===== src/edge_irq_pkg.sv =====
// package: constants and types for the edge interrupt input unit
package edge_irq_pkg;

  // ****************************************
  // sizes
  // ****************************************
  localparam int unsigned NUM_INPUTS  = 6;
  localparam int unsigned LABEL_W     = 16;
  localparam int unsigned IDX_W       = 3;
  localparam int unsigned GRP_G       = 4;
  localparam int unsigned GRP_H       = 5;
  localparam logic [5:0]  ALL_ZERO6   = 6'h00;
  localparam logic [5:0]  ALL_ONE6    = 6'h3F;
  localparam logic [LABEL_W-1:0] LABEL_RESET = 16'h0000;
  localparam logic [IDX_W-1:0]   IDX_RESET   = 3'h0;

  // ****************************************
  // enumerations
  // ****************************************
  typedef enum logic [1:0] {
    EDGE_RISE,
    EDGE_FALL,
    EDGE_BOTH
  } edge_sel_e;

  typedef enum logic [1:0] {
    MODE_INTERRUPT,
    MODE_NORMAL,
    MODE_COUNTER,
    MODE_CATCH
  } grp_mode_e;

  typedef enum logic {
    ST_IDLE,
    ST_SERVICE
  } svc_state_e;

  // ****************************************
  // carriers
  // ****************************************
  typedef struct packed {
    grp_mode_e mode;
    edge_sel_e edge_sel;
  } grp_cfg_s;

  typedef struct packed {
    logic                 valid;
    logic [IDX_W-1:0]     group;
    logic [LABEL_W-1:0]   label;
  } vector_s;

endpackage : edge_irq_pkg


===== src/edge_interrupt_input_unit.sv =====
// edge interrupt input unit: six edge-triggered inputs vectoring the sequencer
//
// Behaviour
// - Six inputs in_a, in_c, in_d, in_f, in_g and in_h can each be chosen as an interrupt source.
// - Each input holds an edge choice of rising only, falling only or both edges.
// - With rising selected the interrupt fires when the input goes from off to on.
// - With falling selected the interrupt fires when the input goes from on to off.
// - With both selected the interrupt fires on every transition of the input.
// - An interrupt diverts execution at once to the label held in that input's jump target, not at end of scan.
// - Groups 1 to 6 map in order to in_a, in_c, in_d, in_f, in_g and in_h for jump targets and status flags.
// - Each group selects exactly one of interrupt, normal, counter or catch function.
// - Inputs in normal mode are sampled only when the end-of-scan instruction runs.
// - in_g and in_h may interrupt only on the 24, 40 and 48 point variants, never on the 12 point one.
// - Each interrupt input is enabled or disabled on its own, enabled by default, and its status reads on while enabled.
// - Simultaneous requests are served in order in_a, in_c, in_d, in_f, in_g, then in_h.
// - Service never nests; a request during a routine waits pending until that routine ends.
`timescale 1ns/1ps

module edge_interrupt_input_unit
  import edge_irq_pkg::*;
(
  // clock and reset
  input  wire logic                              clk,
  input  wire logic                              resetn,
  // field inputs, group order a c d f g h
  input  wire logic [NUM_INPUTS-1:0]             in_pins,
  // configuration, grp_cfg captured on program load, variant_12pt used as it stands
  input  wire logic                              program_load,
  input  wire grp_cfg_s [NUM_INPUTS-1:0]         grp_cfg,
  input  wire logic                              variant_12pt,
  // enable and disable per input
  input  wire logic [NUM_INPUTS-1:0]             irq_enable_set,
  input  wire logic [NUM_INPUTS-1:0]             irq_disable_set,
  // jump targets
  input  wire logic [LABEL_W-1:0]                jump_target_a,
  input  wire logic [LABEL_W-1:0]                jump_target_c,
  input  wire logic [LABEL_W-1:0]                jump_target_d,
  input  wire logic [LABEL_W-1:0]                jump_target_f,
  input  wire logic [LABEL_W-1:0]                jump_target_g,
  input  wire logic [LABEL_W-1:0]                jump_target_h,
  // sequencer
  input  wire logic                              end_of_scan,
  input  wire logic                              vector_ack,
  input  wire logic                              routine_done,
  output vector_s                                vector,
  output logic                                   in_service,
  output logic [NUM_INPUTS-1:0]                  normal_image,
  output logic [NUM_INPUTS-1:0]                  pending,
  // status flags
  output logic                                   irq_status_a,
  output logic                                   irq_status_c,
  output logic                                   irq_status_d,
  output logic                                   irq_status_f,
  output logic                                   irq_status_g,
  output logic                                   irq_status_h
);

  // ****************************************
  // synchroniser and edge detection
  // ****************************************
  logic [NUM_INPUTS-1:0] meta_q, meta_d;
  logic [NUM_INPUTS-1:0] sync_q, sync_d;
  logic [NUM_INPUTS-1:0] prev_q, prev_d;
  logic [NUM_INPUTS-1:0] rise, fall, fire;
  logic [NUM_INPUTS-1:0] allowed;
  grp_cfg_s [NUM_INPUTS-1:0] cfg_q, cfg_d;
  logic [NUM_INPUTS-1:0]     en_q, en_d;
  logic [NUM_INPUTS-1:0]     image_q, image_d;

  always_comb begin
    // pins pass two flops before any logic reads them
    meta_d = in_pins;
    sync_d = meta_q;
    prev_d = sync_q;
    rise   = sync_q & ~prev_q;
    fall   = ~sync_q & prev_q;
    for (int i = 0; i < NUM_INPUTS; i++) begin
      allowed[i] = (cfg_q[i].mode == MODE_INTERRUPT) && en_q[i];
      // small variant keeps groups g and h off
      if ((i == GRP_G || i == GRP_H) && variant_12pt) begin
        allowed[i] = 1'b0;
      end
      case (cfg_q[i].edge_sel)
        EDGE_RISE: fire[i] = allowed[i] & rise[i];
        EDGE_FALL: fire[i] = allowed[i] & fall[i];
        EDGE_BOTH: fire[i] = allowed[i] & (rise[i] | fall[i]);
        default:   fire[i] = 1'b0;
      endcase
    end
  end

  always_ff @(posedge clk or negedge resetn) begin
    if (!resetn) begin
      meta_q <= ALL_ZERO6;
      sync_q <= ALL_ZERO6;
      prev_q <= ALL_ZERO6;
    end else begin
      meta_q <= meta_d;
      sync_q <= sync_d;
      prev_q <= prev_d;
    end
  end

  // ****************************************
  // configuration and enables
  // ****************************************

  always_comb begin
    cfg_d = cfg_q;
    if (program_load) begin
      cfg_d = grp_cfg;
    end
    en_d = (en_q | irq_enable_set) & ~irq_disable_set;
    // a program load re-enables every input
    if (program_load) begin
      en_d = ALL_ONE6;
    end
    image_d = image_q;
    for (int i = 0; i < NUM_INPUTS; i++) begin
      if (end_of_scan && cfg_q[i].mode == MODE_NORMAL) begin
        image_d[i] = sync_q[i];
      end
    end
  end

  always_ff @(posedge clk or negedge resetn) begin
    if (!resetn) begin
      for (int i = 0; i < NUM_INPUTS; i++) begin
        cfg_q[i].mode     <= MODE_NORMAL;
        cfg_q[i].edge_sel <= EDGE_RISE;
      end
      en_q    <= ALL_ONE6;
      image_q <= ALL_ZERO6;
    end else begin
      cfg_q   <= cfg_d;
      en_q    <= en_d;
      image_q <= image_d;
    end
  end

  assign normal_image = image_q;
  assign irq_status_a = en_q[0];
  assign irq_status_c = en_q[1];
  assign irq_status_d = en_q[2];
  assign irq_status_f = en_q[3];
  assign irq_status_g = en_q[4];
  assign irq_status_h = en_q[5];

  // ****************************************
  // pending, priority and service
  // ****************************************
  logic [NUM_INPUTS-1:0]  pend_q, pend_d;
  logic [LABEL_W-1:0]     targets [NUM_INPUTS];
  svc_state_e             state_q, state_d;
  vector_s                vec_q, vec_d;
  logic                   found;
  logic [IDX_W-1:0]       pick;

  always_comb begin
    targets[0] = jump_target_a;
    targets[1] = jump_target_c;
    targets[2] = jump_target_d;
    targets[3] = jump_target_f;
    targets[4] = jump_target_g;
    targets[5] = jump_target_h;
    found = 1'b0;
    pick  = IDX_RESET;
    for (int i = NUM_INPUTS - 1; i >= 0; i--) begin
      if (pend_q[i]) begin
        found = 1'b1;
        pick  = IDX_W'(i);
      end
    end
    pend_d  = pend_q;
    state_d = state_q;
    vec_d   = vec_q;
    case (state_q)
      ST_IDLE: begin
        if (vec_q.valid && vector_ack) begin
          pend_d[vec_q.group] = 1'b0;
          vec_d.valid         = 1'b0;
          state_d             = ST_SERVICE;
        end else if (found && !vec_q.valid) begin
          // a waiting vector stays fixed until it is taken
          vec_d.valid = 1'b1;
          vec_d.group = pick;
          vec_d.label = targets[pick];
        end
      end
      ST_SERVICE: begin
        // no new vector until the routine ends
        if (routine_done) begin
          state_d = ST_IDLE;
        end
      end
      default: state_d = ST_IDLE;
    endcase
    // a fresh edge wins over a clear in the same cycle
    pend_d = pend_d | fire;
  end

  always_ff @(posedge clk or negedge resetn) begin
    if (!resetn) begin
      pend_q      <= ALL_ZERO6;
      state_q     <= ST_IDLE;
      vec_q.valid <= 1'b0;
      vec_q.group <= IDX_RESET;
      vec_q.label <= LABEL_RESET;
    end else begin
      pend_q  <= pend_d;
      state_q <= state_d;
      vec_q   <= vec_d;
    end
  end

  assign vector     = vec_q;
  assign in_service = (state_q == ST_SERVICE);
  assign pending    = pend_q;

endmodule // edge_interrupt_input_unit


===== config.mk =====
export PLATFORM = sky130hd
export DESIGN_NAME = edge_interrupt_input_unit
export DESIGN_NICKNAME = d
export VERILOG_FILES = /design/src/edge_irq_pkg.sv /design/src/edge_interrupt_input_unit.sv
export SDC_FILE = /design/constraint.sdc
export NUM_CORES = 1
export LEC_CHECK = 0
export BUFFER_PORTS_ARGS = -buffer_cell sky130_fd_sc_hd__buf_4
export CAP_MARGIN = 10
export CORE_MARGIN = 10
export CORE_UTILIZATION = 25
export DETAILED_ROUTE_END_ITERATION = 8
export GPL_TIMING_DRIVEN = 0
export PLACE_DENSITY_LB_ADDON = 0.25
export SYNTH_ARGS = -nofsm -noshare
export SYNTH_HDL_FRONTEND = slang
export SYNTH_SLANG_ARGS = --single-unit

===== constraint.sdc =====
create_clock -name clk -period 1.5 [get_ports clk]
set_input_delay 0.075 -clock clk [delete_from_list [all_inputs] [get_ports clk]]
set_output_delay 0.075 -clock clk [all_outputs]
set_load 0.01 [all_outputs]

==> results of run 1 <==
-- power by group --
group          switching [mW]  total [mW]  internal [mW]
sequential              0.415        3.12           2.71
combinational            2.78        5.63           2.85
clock                   0.959        2.42           1.46
total                    4.15        11.2           7.02
-- metrics by stage --
step	TNS, ns	setup WS, ns
final	-3.54	-0.237
after global routing	-4.83	-0.299
after CTS	-3.75	-0.256
after detailed placement	-6.80	-0.457
after global placement	-6.56	-0.433
after floorplan	-2.05	-0.167
-- worst max path at each step --
stage / start / endpoint / slack, ns
2_1_floorplan: pending[2]$_DFF_PN0_ / vector[15]$_DFFE_PN0P_ / -0.17
3_3_place_gp: pending[1]$_DFF_PN0_ / vector[1]$_DFFE_PN0P_ / -0.43
3_5_place_dp: pending[1]$_DFF_PN0_ / vector[1]$_DFFE_PN0P_ / -0.46
4_1_cts: pending[2]$_DFF_PN0_ / vector[11]$_DFFE_PN0P_ / -0.26
5_1_grt: pending[2]$_DFF_PN0_ / vector[11]$_DFFE_PN0P_ / -0.30
6_report: pending[2]$_DFF_PN0_ / vector[11]$_DFFE_PN0P_ / -0.24
-- cells in the mapped netlist (all sizes together), types with 4 or more instances --
cell      n  area, um2
nor2     11       43.8
o21ai    30        150
mux2i    17        170
dfrtp    69       1730
nand3b    6       45.0
nor4b     4       35.0
nor3b    16        120
nand2    38        143
ha       30        375
nor2b    18        113
o21bai    6       45.0
buf      11       97.6
or3      17        111
clkbuf   16       60.1
a221oi    7       67.6
o2111ai  16        140
a21oi    16       80.1
inv      38        143
dfstp    12        315
o31ai    16        120
mux2     13        146
o211ai   16        165
-- worst min-delay path: cells and delay by family --
family	cells	cell delay, ns
AOI/OAI and AO/OA	1	0.12
buffers and inverters	1	0.09
muxes	1	0.05
-- registers in the layout, indices dropped and copies added, names as in the netlist --
name,flops
pending,6
en_q,6
prev_d,6
meta_q,6
prev_q,6
vector,20
cfg_q,24
in_service,1
normal_image,6
-- cell usage in the layout, fill, tap and decap left out, types with 15 or more instances in the layout --
| master | n |
|---|---|
| buf_4 | 206 |
| dfrtp_1 | 64 |
| dlygate4sd3_1 | 45 |
| inv_1 | 37 |
| nand2_1 | 37 |
| ha_1 | 29 |
| o21ai_0 | 26 |
| nor2b_1 | 18 |
| nor3b_1 | 16 |
| a21oi_1 | 16 |
| or3_1 | 15 |
-- area by class of cell --
class | instances | area share
multi-input combinational | 295 | 0.333
sequential | 81 | 0.272
inverter | 38 | 0.0189
tap | 229 | 0.0380
buffer | 26 | 0.0251
timing repair buffer | 254 | 0.272
clock buffer | 11 | 0.0309
clock inverter | 5 | 0.0108
-- layer usage --
layer,vias up,share of wire
li1,2110,-
met1,2124,0.45
met2,138,0.49
met3,9,0.055
met4,0,0.0069
met5,-,0
-- cell families after synthesis --
logic type | synth area share
AND/OR/NAND/NOR | 0.153
AO/OA/AOI/OAI | 0.184
flip-flops | 0.446
buffers and inverters | 0.0656
multiplexers | 0.0692
adder cells (fa/ha/maj) | 0.0820
-- timing repair --
action                                 CTS  global route
setup buffers                           22             4
pin swaps                               11             5
resized for setup                       31            31
cloned                                   1             1
endpoints found under the hold margin   97             0
hold buffers                            45             0
setup endpoints to repair               25            24
==> impl_metrics.csv, run 1 <==
group,metric,value,unit
timing,skew,0.00620,ns
finish,multi_input_area,2510,um2
power,ir_drop,723,uV
finish,stdcell_area,7530,um2
global_routing,grt_pass1_wl,27200,um
finish,area_growth,64.6,%
finish,diodes,0,
synth,synth_edf_count,0,
timing,setup_violations,18,
synth,netlist_instances,440,
setup_path,cp-start-kind,"flop",
timing,setup_slack,-0.237,ns
floorplanning,io_pins,184,
timing,relSlewSlack,0.264,
setup_path,reg2reg_depth,6,
setup_path,arrival,1.95,ns
global_routing,grt_max_degree,82,
setup_path,path_depth,6,
clocking,htreeDepth,3,
setup_path,crit_family,"simple AND/OR/NAND/NOR gates",
finish,drive_gt1_frac,0.461,
finish,final_util,0.419,
timing,grt_setup_unrepaired,"yes",
placed_design,place_hpwl,13000,um
route,viasPerCell,4.67,
floorplanning,die_w,155,um
power,power_per_cell_area,1480,nW/um2
run,drv_cap,0,
route,avgRoutedWirePerCell,18.7,um
setup_path,crit_required,1.72,ns
route,wirelength,17500,um
placed_design,dp.cells,851,
synth,yosysWarnings,0,
route,drc,0,
clocking,insertion_delay,0.34,ns
setup_path,cp-end-kind,"flop",
setup_path,r2r_start,"pending[2]$_DFF_PN0_",
synth,syn_avg_cell_area,10.4,um2
placed_design,place_area,6320,um2
power,power_leakage,3.43,nW
global_routing,use_met1,0.177,
global_routing,overflow,0,
power,total_power,11.2,mW
placed_design,globalplace.congestion,0.794,
route,drt_first_pass_iters,4,
timing,fin_crit,1.74,ns
floorplanning,coreArea,18000,um2
clocking,clock_sinks,81,
timing,slew_violations,0,
timing,hold_ws,0.0311,ns
clocking,ctsLongestPathBuffers,2,
finish,seq_area,2050,um2
setup_path,max_stage_delay,0.40,ns
min_path,hold_start,"jump_target_g[9]",
clocking,cts_root_buf,"clkbuf_16",
setup_path,reg2reg_slack,-0.24,ns
synth,ys_async_sr_fraction,1.00,
clocking,cts_tree,"built",
setup_path,crit_type,"flop to flop",
global_routing,antenna_found_initial,0,
global_routing,grtUsageMet3,0.0386,
global_routing,grt.total_usage,0.141,
global_routing,grt-busiest-layer,"met2",
min_path,min_path_cells,3,
floorplanning,die_y,155,um
run_status,violations,"negative setup slack",
min_path,hp-class,"primary input to flop",
global_routing,grt_use_met2,0.237,
setup_path,critPathBufInv,2,
min_path,whs_endpoint,"vector[9]$_DFFE_PN0P_",
setup_path,worstPathCellList,"buf_6 -> or3_4 -> buf_4 -> or3_1 -> o2111ai_1 -> o211ai_1",
timing,fmax,576,MHz
timing,finalHoldViolCount,0,
route,antenna_left,0,
floorplanning,start_util,0.255,
route,first_iter_violations,143,
finish,stdcell_count,939,
run_status,status,"complete, but fails checks",
placed_design,portBuffers,182,
floorplanning,rows,49,
clocking,path_clk_slew,0.07,ns
synth,synth_seq_cells,81,
timing,finalCritPeriodShare,1.16,
synth,synthFlopType,"dfrtp_1",
global_routing,grt_pass1_vias,4890,
synth,syn-num-nets,615,
synth,synth.distinct_cells,42,
finish,layout.nets,880,
clocking,numCtsBuffers,9,
setup_path,slowest_stage,"or3_4",
synth,syn-cell-area,4580,um2
floorplanning,die_area,24100,um2
timing,worstMarginPinSlew,1.10,ns
synth,synth.yosys.seq_area_share,0.446,
route,vias,4381,
setup_path,r2r_end,"vector[11]$_DFFE_PN0P_",
finish,fill_cells,1736,
setup_path,cp_max_fo,5,
(Power assumes the default switching activity.)
==> run 2: changes to the inputs <==
--- a/config.mk
+++ b/config.mk
@@ -12,6 +12,7 @@
 export DETAILED_ROUTE_END_ITERATION = 8
 export GPL_TIMING_DRIVEN = 0
 export PLACE_DENSITY_LB_ADDON = 0.25
+export REMOVE_ABC_BUFFERS = 1
 export SYNTH_ARGS = -nofsm -noshare
 export SYNTH_HDL_FRONTEND = slang
 export SYNTH_SLANG_ARGS = --single-unit
==> impl_metrics.csv, run 2 (same netlist as run 1, synthesis figures left out) <==
group,metric,value,unit
clocking,htreeDepth,3,
setup_path,crit_start,"pending[2]$_DFF_PN0_",
finish,stdcell_count,928,
setup_path,arrival,1.97,ns
setup_path,reg2reg_depth,6,
power,total_power,11.7,mW
route,drt_first_pass_iters,5,
run_status,status,"complete, but fails checks",
setup_path,crit_required,1.71,ns
route,avgRoutedWirePerCell,19.4,um
route,drc,0,
placed_design,place_hpwl,12100,um
route,vias,4443,
route,antenna_left,0,
finish,final_util,0.424,
setup_path,cp-start-kind,"flop",
timing,setup_violations,19,
setup_path,reg2reg_slack,-0.26,ns
min_path,hold_start,"jump_target_g[9]",
setup_path,r2r_end,"vector[7]$_DFFE_PN0P_",
run,drv_cap,0,
timing,finalHoldViolCount,0,
clocking,numCtsBuffers,9,
timing,relSlewSlack,0.441,
finish,layout.nets,869,
timing,fin_setup_tns,-3.96,ns
route,first_iter_violations,196,
global_routing,grt_pass1_wl,27600,um
min_path,whs_endpoint,"vector[9]$_DFFE_PN0P_",
floorplanning,die_w,155,um
setup_path,r2r_start,"pending[2]$_DFF_PN0_",
timing,worstMarginPinSlew,0.839,ns
finish,drive_gt1_frac,0.451,
timing,setup_slack,-0.259,ns
timing,fmax,569,MHz
timing,grt_setup_unrepaired,"yes",
global_routing,overflow,0,
clocking,cts_tree,"built",
min_path,hp-class,"primary input to flop",
run_status,violations,"negative setup slack",
power,ir_drop,763,uV
setup_path,cp-end-kind,"flop",
power,power_leakage,3.51,nW
finish,final_common_cell,"buf_4",
timing,fin_crit,1.76,ns
setup_path,cp_max_fo,6,
setup_path,crit_type,"flop to flop",
timing,skew,0.0105,ns
timing,slew_violations,0,
route,wirelength,18000,um
placed_design,dp.cells,829,
min_path,min_path_cells,3,
route,viasPerCell,4.79,
global_routing,antenna_found_initial,0,
finish,area_growth,66.6,%
placed_design,globalplace.congestion,0.903,
placed_design,portBuffers,183,
floorplanning,rows,49,
global_routing,grt_max_degree,82,
floorplanning,io_pins,184,
clocking,path_clk_slew,0.07,ns
clocking,clock_sinks,81,
global_routing,grt.total_usage,0.145,
finish,largest_reg_flops,24,
clocking,ctsLongestPathBuffers,2,
placed_design,place_ws,-1.20,ns
floorplanning,coreArea,18000,um2
clocking,cts_root_buf,"clkbuf_16",
floorplanning,die_y,155,um
finish,largest_register,"cfg_q",
timing,finalCritPeriodShare,1.17,
floorplanning,start_util,0.255,
finish,diodes,0,
finish,layout_common_cells,"buf_4 (203), dfrtp_1 (63), dlygate4sd3_1 (45), inv_1 (38), nand2_1 (35)",
power,power_per_cell_area,1540,nW/um2
clocking,insertion_delay,0.34,ns
floorplanning,die_area,24100,um2
global_routing,grt_pass1_vias,4732,
[run 2: timing repair]
action                     4_1_cts  5_1_grt
setup buffers                   31        2
setup endpoints to repair       28       30
cloned                           4        1
pin swaps                       10        3
resized for setup               50       19
hold buffers                    45        0
hold endpoints to repair        75        0
[run 2: layout make-up]
type / instances / area (um2)
Fill cell: 1747 / 10300
Multi-Input combinational cell: 297 / 2500
Timing Repair Buffer: 267 / 2300
Sequential cell: 81 / 2060
Tap cell: 229 / 287
Clock buffer: 13 / 250
Inverter: 38 / 143
Clock inverter: 3 / 90.1
[run 2: per-stage QoR]
stage | hold WS [ns] | instance area [um2]
2_1_floorplan | -0.221 | 4420
3_3_place_gp | 0.185 | 6080
3_5_place_dp | 0.186 | 6180
4_1_cts | 0.0178 | 7510
5_1_grt | 0.0209 | 7620
6_report | 0.0296 | 7620
[run 2: routing by layer]
metal	vias to the layer above	part of all wire	global-route usage
li1	2100	-	-
met2	187	0.48	0.239
met5	-	0	0
met1	2130	0.43	0.180
met3	26	0.071	0.0425
met4	0	0.018	0.0428
[run 2: worst max-delay path by stage]
stage                                   to  slack, ns  cells after the start
floorplan           vector[15]$_DFFE_PN0P_      -1.37                      4
global placement     vector[5]$_DFFE_PN0P_      -2.42                      4
detailed placement   vector[5]$_DFFE_PN0P_      -1.20                      5
CTS                  vector[5]$_DFFE_PN0P_      -0.24                      6
global route         vector[5]$_DFFE_PN0P_      -0.33                      6
finish               vector[7]$_DFFE_PN0P_      -0.26                      6
[run 2: power by group]
| group | internal [mW] | switching, mW | total (mW) |
|---|---|---|---|
| registers | 2.73 | 0.511 | 3.24 |
| clock network | 1.68 | 0.901 | 2.58 |
| logic | 3.08 | 2.82 | 5.90 |
[run 2: worst max-delay path, cell delays in order, from the launching register on]
cell and delay [ns]:
dfrtp_4 0.54, buf_16 0.16, a221oi_4 0.28, buf_6 0.16, buf_8 0.15, mux2i_2 0.24
o211ai_2 0.09
==> run 3: changes to the inputs <==
--- a/config.mk
+++ b/config.mk
@@ -5,8 +5,11 @@
 export SDC_FILE = /design/constraint.sdc
 export NUM_CORES = 1
 export LEC_CHECK = 0
+export ABC_CLOCK_PERIOD_IN_PS = 1500
 export BUFFER_PORTS_ARGS = -buffer_cell sky130_fd_sc_hd__buf_4
 export CAP_MARGIN = 10
+export CELL_PAD_IN_SITES_DETAIL_PLACEMENT = 1
+export CELL_PAD_IN_SITES_GLOBAL_PLACEMENT = 1
 export CORE_MARGIN = 10
 export CORE_UTILIZATION = 25
 export DETAILED_ROUTE_END_ITERATION = 8
==> impl_metrics.csv, run 3 (same netlist as run 1, synthesis figures left out) <==
group,metric,value,unit
run_status,status,"complete, but fails checks",
run_status,violations,"negative setup slack",
finish,largest_register,"cfg_q",
timing,setup_violations,21,
timing,slew_violations,0,
power,p_comb_frac,0.513,
route,avgRoutedWirePerCell,21.0,um
power,p_int,7.08,mW
global_routing,grt_max_degree,82,
finish,largest_reg_flops,24,
finish,layout.nets,863,
clocking,insertion_delay,0.35,ns
timing,setup_slack,-0.312,ns
route,drt_first_pass_iters,4,
finish,layout_common_cells,"buf_4 (203), dfrtp_1 (62), dlygate4sd3_1 (45), inv_1 (37), nand2_1 (37)",
floorplanning,die_w,155,um
clocking,numCtsBuffers,9,
floorplanning,die_y,155,um
clocking,clock_sinks,81,
setup_path,crit_required,1.71,ns
power,p_sw_frac,0.385,
timing,grt_setup_unrepaired,"yes",
placed_design,place_hpwl,12600,um
placed_design,portBuffers,183,
global_routing,antenna_found_initial,1,
power,seqPwrFrac,0.283,
route,wl_met3,1460,um
global_routing,grt.total_usage,0.157,
floorplanning,rows,49,
power,p_sw,4.44,mW
clocking,cts_root_buf,"clkbuf_16",
route,wl_met2,9410,um
route,highest_layer,"met4",
clocking,path_clk_slew,0.07,ns
floorplanning,coreArea,18000,um2
setup_path,critPathMostFrequentCell,"buf_16",
setup_path,max_stage_delay,0.52,ns
setup_path,worstPathCellList,"buf_16 -> a221oi_4 -> buf_6 -> buf_16 -> mux2i_4 -> o211ai_1",
route,antenna_left,0,
floorplanning,start_util,0.255,
clocking,cts_tree,"built",
power,ir_drop,653,uV
finish,final_util,0.423,
timing,finalHoldViolCount,0,
timing,hold_ws,0.0239,ns
global_routing,overflow,0,
run,drv_cap,0,
power,power_per_cell_area,1520,nW/um2
timing,skew,0.00626,ns
placed_design,globalplace.congestion,0.848,
finish,drive_gt1_frac,0.469,
route,drc,0,
setup_path,crit_type,"flop to flop",
setup_path,cp-start-kind,"flop",
timing,fmax,552,MHz
global_routing,grt_pass1_wl,30100,um
setup_path,arrival,2.02,ns
setup_path,cp-end-kind,"flop",
finish,final_common_cell,"buf_4",
route,wirelength,19400,um
clocking,htreeDepth,3,
timing,finalCritPeriodShare,1.21,
route,first_iter_violations,98,
route,vias,4462,
power,power.clock.fraction,0.204,
min_path,hp-class,"primary input to flop",
floorplanning,die_area,24100,um2
setup_path,cp_max_fo,6,
floorplanning,io_pins,184,
setup_path,slowest_stage,"dfrtp_4",
timing,worstMarginPinSlew,0.804,ns
timing,relSlewSlack,0.464,
route,viasPerCell,4.83,
finish,area_growth,65.9,%
power,power_leakage,3.44,nW
route,wl_met1,8250,um
power,total_power,11.5,mW
clocking,ctsLongestPathBuffers,2,
global_routing,grt_pass1_vias,5097,
timing,fin_crit,1.81,ns
==> run 3: cell count changes in the layout (fill, tap and decap cells not counted), moves of 2 or more <==
| cell | delta |
|---|---|
| or3_4 | +4 |
| or3_1 | -4 |
| clkbuf_1 | -3 |
| buf_6 | -4 |
| o2111ai_1 | -10 |
| bufinv_16 | -2 |
| inv_6 | +2 |
| buf_8 | -2 |
| o2111ai_2 | +9 |
| clkinvlp_4 | +3 |
| nand2_1 | +2 |
==> run 3: through the flow <==
stage                     TNS [ns]  instance area [um2]  cells  worst slack (ns)
final                        -5.04                 7590    923            -0.312
after global routing         -6.35                 7590    923            -0.387
after CTS                    -5.36                 7470    920            -0.345
after detailed placement    -22.80                 6180    828             -1.20
after global placement      -47.96                 6080    825             -2.60
after floorplan             -23.94                 4420    413             -1.37
==> run 3: final cells by class <==
cell class                 instances  area [um2]
fill                            2000       10400
multi-input combinational        297        2560
timing repair buffer             261        2220
sequential                        81        2060
tap                              229         287
clock buffer                      10         239
inverter                          38         146
clock inverter                     6        73.8
antenna                            1        2.50
==> run 3: power groups by stage <==
stage                     clock network [mW]  logic [mW]  registers [mW]
after floorplan                            0        1.86            3.45
after global placement                     0        3.67            3.54
after detailed placement                   0        4.18            3.47
after CTS                               2.44        5.77            3.31
after global routing                    2.56        6.39            3.34
final                                   2.35        5.91            3.26
==> run 3: metal layers <==
layer,vias up,track usage
li1,2087,-
met1,2209,0.192
met2,150,0.264
met3,16,0.0444
met4,0,0.0463
met5,-,0
==> run 3: path summary, 6_finish.rpt <==
path	startpoint	to	slack (ns)	cells after the start
worst max register to register	pending[2]$_DFF_PN0_	vector[1]$_DFFE_PN0P_	-0.31	6
max in group asynchronous	resetn	pending[0]$_DFF_PN0_	0.47	2
min in group asynchronous	resetn	vector[4]$_DFFE_PN0P_	0.36	2
worst max-delay path	pending[2]$_DFF_PN0_	vector[1]$_DFFE_PN0P_	-0.31	6
worst min-delay path	jump_target_g[6]	vector[6]$_DFFE_PN0P_	0.02	3
worst min register to register	meta_q[1]$_DFF_PN0_	prev_d[1]$_DFF_PN0_	0.35	0
==> run 3: timing repair <==
item	4_1_cts	5_1_grt
gates cloned	5	0
endpoints found under the setup margin	28	32
hold buffers	45	0
buffers inserted	26	4
resized for setup	50	24
pin swaps	15	9
endpoints found under the hold margin	48	0
==> run 3: critical path, delay by kind of cell, from the launching register on <==
| kind | cells | cell delay [ns] |
|---|---|---|
| AOI/OAI and AO/OA | 2 | 0.46 |
| DFF | 1 | 0.52 |
| muxes | 1 | 0.22 |
| buffers and inverters | 3 | 0.46 |
